--- config.mk ---
export PLATFORM = sky130hd
export DESIGN_NAME = branch_condition_evaluator
export DESIGN_NICKNAME = d
export VERILOG_FILES = /design/src/hw/branch_cond_pkg.sv /design/src/hw/branch_condition_evaluator.sv
export SDC_FILE = /design/constraint.sdc
export NUM_CORES = 1
export LEC_CHECK = 0
export BUFFER_PORTS_ARGS = -buffer_cell sky130_fd_sc_hd__buf_2
export CAP_MARGIN = 5
export CORE_MARGIN = 10
export CORE_UTILIZATION = 34
export DETAILED_ROUTE_END_ITERATION = 6
export PLACE_DENSITY = 0.7
export SLEW_MARGIN = 20
export SYNTH_ARGS = -nofsm -noshare
export SYNTH_HDL_FRONTEND = slang
export SYNTH_SLANG_ARGS = --single-unit
--- constraint.sdc ---
create_clock -name mclk_i -period 1.2 [get_ports mclk_i]
set_input_delay 0.06 -clock mclk_i [delete_from_list [all_inputs] [get_ports mclk_i]]
set_output_delay 0.06 -clock mclk_i [all_outputs]
set_load 0.02 [all_outputs]
--- src/hw/branch_cond_pkg.sv ---
// Constants for the branch condition evaluator
// What this block does
// - Field 0000 never satisfied; field 1000 always satisfied, whatever the flags.
// - Single-flag tests: 0111/1111 carry, 0110/1110 zero, 0101/1101 sign, 0100/1100 overflow.
// - Field 1001 true when sign xor overflow is 0; field 0001 when it is 1.
// - Field 1010 true when zero or (sign xor overflow) is 0; 0010 when 1.
// - Field 0011 true when carry or zero; field 1011 when both are clear.
// - Flag register at 252 holds carry, zero, sign, overflow, decimal-adjust, half-carry.
package branch_cond_pkg;
  localparam int ADDR_W = 8;
  localparam int DATA_W = 8;
  localparam int COND_W = 4;
  localparam logic [ADDR_W-1:0] FLAGS_ADDR = 8'hfc;
  localparam logic [DATA_W-1:0] FLAGS_RESET = 8'h00;
  localparam logic [DATA_W-1:0] FLAGS_MASK = 8'hfc;
  // Flag bit positions
  localparam int CARRY_BIT = 7;
  localparam int ZERO_BIT = 6;
  localparam int SIGN_BIT = 5;
  localparam int WRAP_BIT = 4;
  localparam int DEC_BIT = 3;
  localparam int HALF_BIT = 2;
  localparam int INVERT_BIT = 3;
  // Base tests selected by field bits 2..0
  localparam logic [2:0] SEL_NEVER = 3'h0;
  localparam logic [2:0] SEL_SIGNED_BELOW = 3'h1;
  localparam logic [2:0] SEL_SIGNED_NOT_ABOVE = 3'h2;
  localparam logic [2:0] SEL_UNSIGNED_NOT_ABOVE = 3'h3;
  localparam logic [2:0] SEL_WRAP_SET = 3'h4;
  localparam logic [2:0] SEL_SIGN_SET = 3'h5;
  localparam logic [2:0] SEL_ZERO_SET = 3'h6;
  localparam logic [2:0] SEL_CARRY_SET = 3'h7;
endpackage : branch_cond_pkg

--- src/hw/branch_condition_evaluator.sv ---
// Condition evaluator with its flag register
`timescale 1ns/1ns
module branch_condition_evaluator #(
  parameter int ADDR_W = branch_cond_pkg::ADDR_W, // Register address width
  parameter int DATA_W = branch_cond_pkg::DATA_W, // Flag register width
  parameter int COND_W = branch_cond_pkg::COND_W // Condition field width
) (
  input wire logic mclk_i, // 20 MHz core clock
  input wire logic rst_b_i, // Async reset, active low
  input wire logic [ADDR_W-1:0] addr_i, // Register address
  input wire logic [DATA_W-1:0] wdata_i, // Write data
  input wire logic wr_i, // Write strobe
  input wire logic rd_i, // Read strobe
  input wire logic [DATA_W-1:0] flags_in_i, // Flags from ALU
  input wire logic flags_load_i, // ALU flag update
  input wire logic [COND_W-1:0] cond_i, // Condition field
  input wire logic eval_i, // Evaluate request
  output logic [DATA_W-1:0] rdata_o, // Read data
  output logic [DATA_W-1:0] flags_o, // Flag register
  output logic taken_o, // Branch taken
  output logic taken_vld_o // Decision valid pulse
);

  // Flag bits that the condition tests look at
  typedef struct packed {
    logic carry;
    logic zero;
    logic sign;
    logic wrap;
  } test_flags_s;

  // Flag register state
  logic [DATA_W-1:0] flags_r;
  logic [DATA_W-1:0] flags_nxt;
  // Read port state
  logic [DATA_W-1:0] rdata_r;
  logic [DATA_W-1:0] rdata_nxt;
  // Decision state
  logic taken_r;
  logic taken_nxt;
  logic vld_r;
  logic vld_nxt;
  // Decoded strobes, flag view and field parts
  logic wr_hit;
  logic rd_hit;
  test_flags_s cur_flags;
  logic [branch_cond_pkg::INVERT_BIT-1:0] test_sel;
  logic test_invert;
  logic base_result;
  logic decided;

  // Flag layout is fixed at eight bits
  if (DATA_W != branch_cond_pkg::DATA_W) begin : g_bad_data_w
    $error("flag register width must be eight");
  end
  // Condition field is fixed at four bits
  if (COND_W != branch_cond_pkg::COND_W) begin : g_bad_cond_w
    $error("condition field width must be four");
  end
  // Address must reach the flag register
  if (ADDR_W < branch_cond_pkg::ADDR_W) begin : g_bad_addr_w
    $error("address too narrow for the flag register");
  end
  // Carry position inside the register
  if (branch_cond_pkg::CARRY_BIT >= DATA_W) begin : g_bad_carry
    $error("carry position outside the register");
  end
  // Zero position inside the register
  if (branch_cond_pkg::ZERO_BIT >= DATA_W) begin : g_bad_zero
    $error("zero position outside the register");
  end
  // Sign position inside the register
  if (branch_cond_pkg::SIGN_BIT >= DATA_W) begin : g_bad_sign
    $error("sign position outside the register");
  end
  // Wrap position inside the register
  if (branch_cond_pkg::WRAP_BIT >= DATA_W) begin : g_bad_wrap
    $error("wrap position outside the register");
  end
  // Decimal-adjust position inside the register
  if (branch_cond_pkg::DEC_BIT >= DATA_W) begin : g_bad_dec
    $error("decimal-adjust position outside the register");
  end
  // Half-carry position inside the register
  if (branch_cond_pkg::HALF_BIT >= DATA_W) begin : g_bad_half
    $error("half-carry position outside the register");
  end
  // Invert bit must be the top field bit
  if (branch_cond_pkg::INVERT_BIT != COND_W - 1) begin : g_bad_invert
    $error("invert bit must be the top field bit");
  end
  // Reset value may not set bits that hold no flag
  if ((branch_cond_pkg::FLAGS_RESET & ~branch_cond_pkg::FLAGS_MASK) != 8'h00) begin : g_bad_reset
    $error("reset value sets an unused bit");
  end

  // True when an address selects the flag register
  function automatic logic addr_hit(input logic [ADDR_W-1:0] a);
    logic hit;
    hit = (a == ADDR_W'(branch_cond_pkg::FLAGS_ADDR));
    return hit;
  endfunction : addr_hit

  // Clear the bits that hold no flag
  function automatic logic [DATA_W-1:0] keep_flags(input logic [DATA_W-1:0] d);
    logic [DATA_W-1:0] kept;
    kept = d & DATA_W'(branch_cond_pkg::FLAGS_MASK);
    return kept;
  endfunction : keep_flags

  // Pick the four tested flags out of a flag byte
  function automatic test_flags_s unpack_flags(input logic [DATA_W-1:0] f);
    test_flags_s t;
    t.carry = f[branch_cond_pkg::CARRY_BIT];
    t.zero = f[branch_cond_pkg::ZERO_BIT];
    t.sign = f[branch_cond_pkg::SIGN_BIT];
    t.wrap = f[branch_cond_pkg::WRAP_BIT];
    return t;
  endfunction : unpack_flags

  // Never test: false whatever the flags
  function automatic logic never_of(input test_flags_s t);
    logic r;
    r = 1'b0 & t.carry;
    return r;
  endfunction : never_of

  // Carry set test
  function automatic logic carry_set_of(input test_flags_s t);
    logic r;
    r = t.carry;
    return r;
  endfunction : carry_set_of

  // Zero set test
  function automatic logic zero_set_of(input test_flags_s t);
    logic r;
    r = t.zero;
    return r;
  endfunction : zero_set_of

  // Sign set test
  function automatic logic sign_set_of(input test_flags_s t);
    logic r;
    r = t.sign;
    return r;
  endfunction : sign_set_of

  // Wrap set test
  function automatic logic wrap_set_of(input test_flags_s t);
    logic r;
    r = t.wrap;
    return r;
  endfunction : wrap_set_of

  // Signed below: sign and wrap disagree
  function automatic logic signed_below_of(input test_flags_s t);
    logic r;
    r = t.sign ^ t.wrap;
    return r;
  endfunction : signed_below_of

  // Signed not above: zero, or signed below
  function automatic logic signed_not_above_of(input test_flags_s t);
    logic r;
    r = t.zero | signed_below_of(t);
    return r;
  endfunction : signed_not_above_of

  // Unsigned not above: carry or zero
  function automatic logic unsigned_not_above_of(input test_flags_s t);
    logic r;
    r = t.carry | t.zero;
    return r;
  endfunction : unsigned_not_above_of

  // Base test chosen by the low field bits
  function automatic logic base_test(input logic [branch_cond_pkg::INVERT_BIT-1:0] sel, input test_flags_s t);
    logic r;
    r = 1'b0;
    case (sel)
      branch_cond_pkg::SEL_NEVER: begin
        r = never_of(t);
      end
      branch_cond_pkg::SEL_SIGNED_BELOW: begin
        r = signed_below_of(t);
      end
      branch_cond_pkg::SEL_SIGNED_NOT_ABOVE: begin
        r = signed_not_above_of(t);
      end
      branch_cond_pkg::SEL_UNSIGNED_NOT_ABOVE: begin
        r = unsigned_not_above_of(t);
      end
      branch_cond_pkg::SEL_WRAP_SET: begin
        r = wrap_set_of(t);
      end
      branch_cond_pkg::SEL_SIGN_SET: begin
        r = sign_set_of(t);
      end
      branch_cond_pkg::SEL_ZERO_SET: begin
        r = zero_set_of(t);
      end
      branch_cond_pkg::SEL_CARRY_SET: begin
        r = carry_set_of(t);
      end
      default: begin
        r = 1'b0;
      end
    endcase
    return r;
  endfunction : base_test

  // Top field bit turns each base test into its opposite
  function automatic logic apply_invert(input logic base, input logic inv);
    logic r;
    r = base ^ inv;
    return r;
  endfunction : apply_invert

  // Address decode for the two strobes
  always_comb begin
    wr_hit = 1'b0;
    rd_hit = 1'b0;
    if (wr_i) begin
      wr_hit = addr_hit(addr_i);
    end
    if (rd_i) begin
      rd_hit = addr_hit(addr_i);
    end
  end

  // Flag view, field split and decision value
  always_comb begin
    cur_flags = unpack_flags(flags_r);
    test_sel = cond_i[branch_cond_pkg::INVERT_BIT-1:0];
    test_invert = cond_i[branch_cond_pkg::INVERT_BIT];
    base_result = base_test(test_sel, cur_flags);
    decided = apply_invert(base_result, test_invert);
  end

  // Flag register next value; a software write beats an ALU load
  always_comb begin
    flags_nxt = flags_r;
    if (flags_load_i) begin
      flags_nxt = keep_flags(flags_in_i);
    end
    if (wr_hit) begin
      flags_nxt = keep_flags(wdata_i);
    end
  end

  // Flag register
  always_ff @(posedge mclk_i or negedge rst_b_i) begin
    if (!rst_b_i) begin
      flags_r <= branch_cond_pkg::FLAGS_RESET;
    end else begin
      flags_r <= flags_nxt;
    end
  end

  // Read data next value; unmapped reads return zero
  always_comb begin
    rdata_nxt = '0;
    if (rd_hit) begin
      rdata_nxt = flags_r;
    end
  end

  // Read data register, valid one cycle after the strobe
  always_ff @(posedge mclk_i or negedge rst_b_i) begin
    if (!rst_b_i) begin
      rdata_r <= '0;
    end else begin
      rdata_r <= rdata_nxt;
    end
  end

  // Decision next values, one answer per request
  always_comb begin
    vld_nxt = eval_i;
    taken_nxt = 1'b0;
    if (eval_i) begin
      taken_nxt = decided;
    end
  end

  // Decision registers
  always_ff @(posedge mclk_i or negedge rst_b_i) begin
    if (!rst_b_i) begin
      taken_r <= 1'b0;
      vld_r <= 1'b0;
    end else begin
      taken_r <= taken_nxt;
      vld_r <= vld_nxt;
    end
  end

  // Register port outputs
  assign rdata_o = rdata_r;
  assign flags_o = flags_r;

  // Decision outputs
  assign taken_o = taken_r;
  assign taken_vld_o = vld_r;
endmodule : branch_condition_evaluator

==> results.md <==
* Status: finished, final reports clean
* Initial antenna violation count at 0
* Crit Path Class: reg -> reg
* Top cells by count, synth: dfrtp_1, mux2i_1, a21oi_1, nor2_1, and3_2
* Via density per instance at between 4 and 5
* CTS root buf: clkbuf_4
* # DRC at 0
* Final ANT Viol Nets at 0
* Clk sinks at 14
* Yosys top cell by area: dfrtp_1
* Sequential area share after synthesis at 0.504
* PortBufs at between 40 and 50
* Worst R2R Setup Slack at 3 ps
* Async S/R FF share, synth at 1.00
* Total die area at 4260 um2
* YS warnings at 0
* Unrepaired setup endpoints after global routing: yes
* GRT Util Overall at 0.0824
* Layout cells sized above 1 at 0.593
* Final worst slack at 2.86 ps
* Die Y at between 60 and 70 um
* Largest net degree at the start of global routing at 15
* Reg2Reg Launch Point: flags_o[4]$_DFFE_PN0P_
* Hold Vio Cnt, Final at 0
* Crit start category: flip-flop
* Number of global-route vias before repair at 644
* R2r endpoint: taken_o$_DFF_PN0_
* Maximum vdd ir drop at approximately 0.00071 V
* Critical path arrival at around 1400 ps
* Fmax at roughly 840 MHz
* Fillcell total at 200
* Final min period at between 1000 and 1500 ps
* Clock transition at the registers of the reported paths at 80 ps
* Antenna Cells at 0
* Mapped Area at a little under 700 um2
* Post-synth cell types at 20
* H-tree depth at 1
* Hold Path Depth at 3
* Wire per inst at 12.6 um
* Global-route wire length before repair at approximately 2800 um
* Final Max Slew Viols at 0
* Skew-Pair Late Insertion Delay at about 270 ps
* Via Count at around 620
* Synthesized area per cell at between 10 and 15 um2
* CTS tree: yes
* CTS Buf Count at 3
* Post-Place Setup Slack at roughly 5.3 ps
* Type of destination of the critical path: flip-flop
* Clock skew after layout at just under 3 ps
* Placed cell count at about 130
* Setup-failing EPs final at 0
* Starting DRT DRC Count at 4
* Max_cap viols at 0
* Width of the die at 65.2 um
* Share of the synthesized area in the top cell type at 0.504
* Hold_sp: cond_i[3]
* Min Hold Slack at between 30 and 40 ps
* Reg2Reg Depth at 5
* Final core utilization at 0.512
* Register bit total from synthesis at 14
* # rows at 16
* Clock Path Buffers at 2
* Routed WL at around 1800 um
* Final RePlAce weighted congestion at 0.773
* Number of synthesized flops with an enable pin at 0
* Synth Flop Type: dfrtp_1
* Pwr/cell area at about 1100 nW/um2
* HPWL after detailed placement at 1550 um
* Core region area at between 1500 and 2000 um2
* Area delta synth->final at 44.4%
* Period utilization at 0.998
* Leakage at approximately 0.56 nW
* Post-synthesis cell count at 63
* I/O pin total at 52
* Layout Cells excl Fill at 140
* Most instantiated library cell after synthesis: dfrtp_1
* Max FO, Critical Path at 4
* Hold/Removal Path Class: in -> reg
* Detailed Routing Iterations Pass 1 at 4
* Initial core utilization at 0.355
* Worst Hold End: taken_o$_DFF_PN0_
* Leading post-synthesis cells by cell area: dfrtp_1, mux2i_1, and3_2, a21oi_1, buf_4
* Final #Nets at 148
* Req. time, crit path at 1390 ps
* GRT overflow at 0
through the flow:
stage	cell area [um2]	setup TNS (ps)	total power, mW
after floorplan	711	0	0.654
after global placement	945	0	0.760
after detailed placement	945	0	0.765
after CTS	1000	-3.75	1.09
after global routing	1000	-47.5	1.14
final	1000	0	1.08
cell families after synthesis:
family / after synthesis / synth area share
simple gates: 21 / 0.196
buf+inv: 7 / 0.0701
flops: 14 / 0.504
mux: 8 / 0.115
other cells: 1 / 0.00539
compound gates: 12 / 0.110
routing by layer:
layer  wire, um  global-route usage  vias to the layer above
met3        161              0.0441                        2
met4         27              0.0321                        0
met2        881               0.145                       28
li1           -                   -                      311
met1        696              0.0792                      282
met5          0                   0                        -
timing repair:
action	CTS	global route
setup buffers	0	0
gates cloned	0	0
resized for setup	1	2
hold endpoints to repair	15	0
hold buffers	2	0
endpoints found under the setup margin	1	1
pin swaps	1	0
state kept, by name, indices dropped and copies added, names as in the netlist:
name	count
flags_o	6
rdata_o	6
taken_o	1
taken_vld_o	1
critical path, stage by stage (launching register included):
cell and delay [ps]:
dfrtp_2 400, a21oi_2 50, o21ba_2 220, nor2_1 40, a221oi_2 210, mux2i_1 210
worst max path at each step:
| stage | slack (ps) | cells after the start | startpoint | end |
|---|---|---|---|---|
| final | 3 | 5 | flags_o[4]$_DFFE_PN0P_ | taken_o$_DFF_PN0_ |
| after global routing | -50 | 5 | flags_o[7]$_DFFE_PN0P_ | taken_o$_DFF_PN0_ |
| after CTS | -4 | 5 | flags_o[4]$_DFFE_PN0P_ | taken_o$_DFF_PN0_ |
| after detailed placement | 5 | 4 | flags_o[5]$_DFFE_PN0P_ | taken_o$_DFF_PN0_ |
| after global placement | 30 | 4 | flags_o[5]$_DFFE_PN0P_ | taken_o$_DFF_PN0_ |
| after floorplan | 2 | 5 | flags_o[4]$_DFFE_PN0P_ | taken_o$_DFF_PN0_ |
cells in the final DEF, fill, tap and decap left out, types with 2 or more instances in the layout:
cell type | synthesis | final
dfrtp_2 | 0 | 3
dfrtp_1 | 14 | 11
nor2_1 | 7 | 7
conb_1 | 1 | 4
buf_2 | 0 | 43
nand2_1 | 3 | 3
mux2i_1 | 8 | 8
buf_4 | 4 | 4
and3_2 | 6 | 6
dlygate4sd3_1 | 0 | 2
clkbuf_4 | 0 | 3
a21oi_1 | 7 | 6
area by class of cell:
cell class | instances | area (um2) | area share
flip-flops and latches | 14 | 354 | 0.352
repair buffers | 49 | 265 | 0.264
well taps | 27 | 33.8 | 0.0336
multi-input cells | 45 | 312 | 0.310
inverters | 1 | 3.75 | 0.00374
clock buffers | 4 | 36.3 | 0.0361
power by group:
part           total [mW]  internal [mW]  switching (mW)
clock               0.314          0.184           0.130
combinational       0.241          0.112           0.130
sequential          0.521          0.500          0.0217
total                1.08          0.795           0.281
Note: power is estimated with default switching activity, not from simulation.
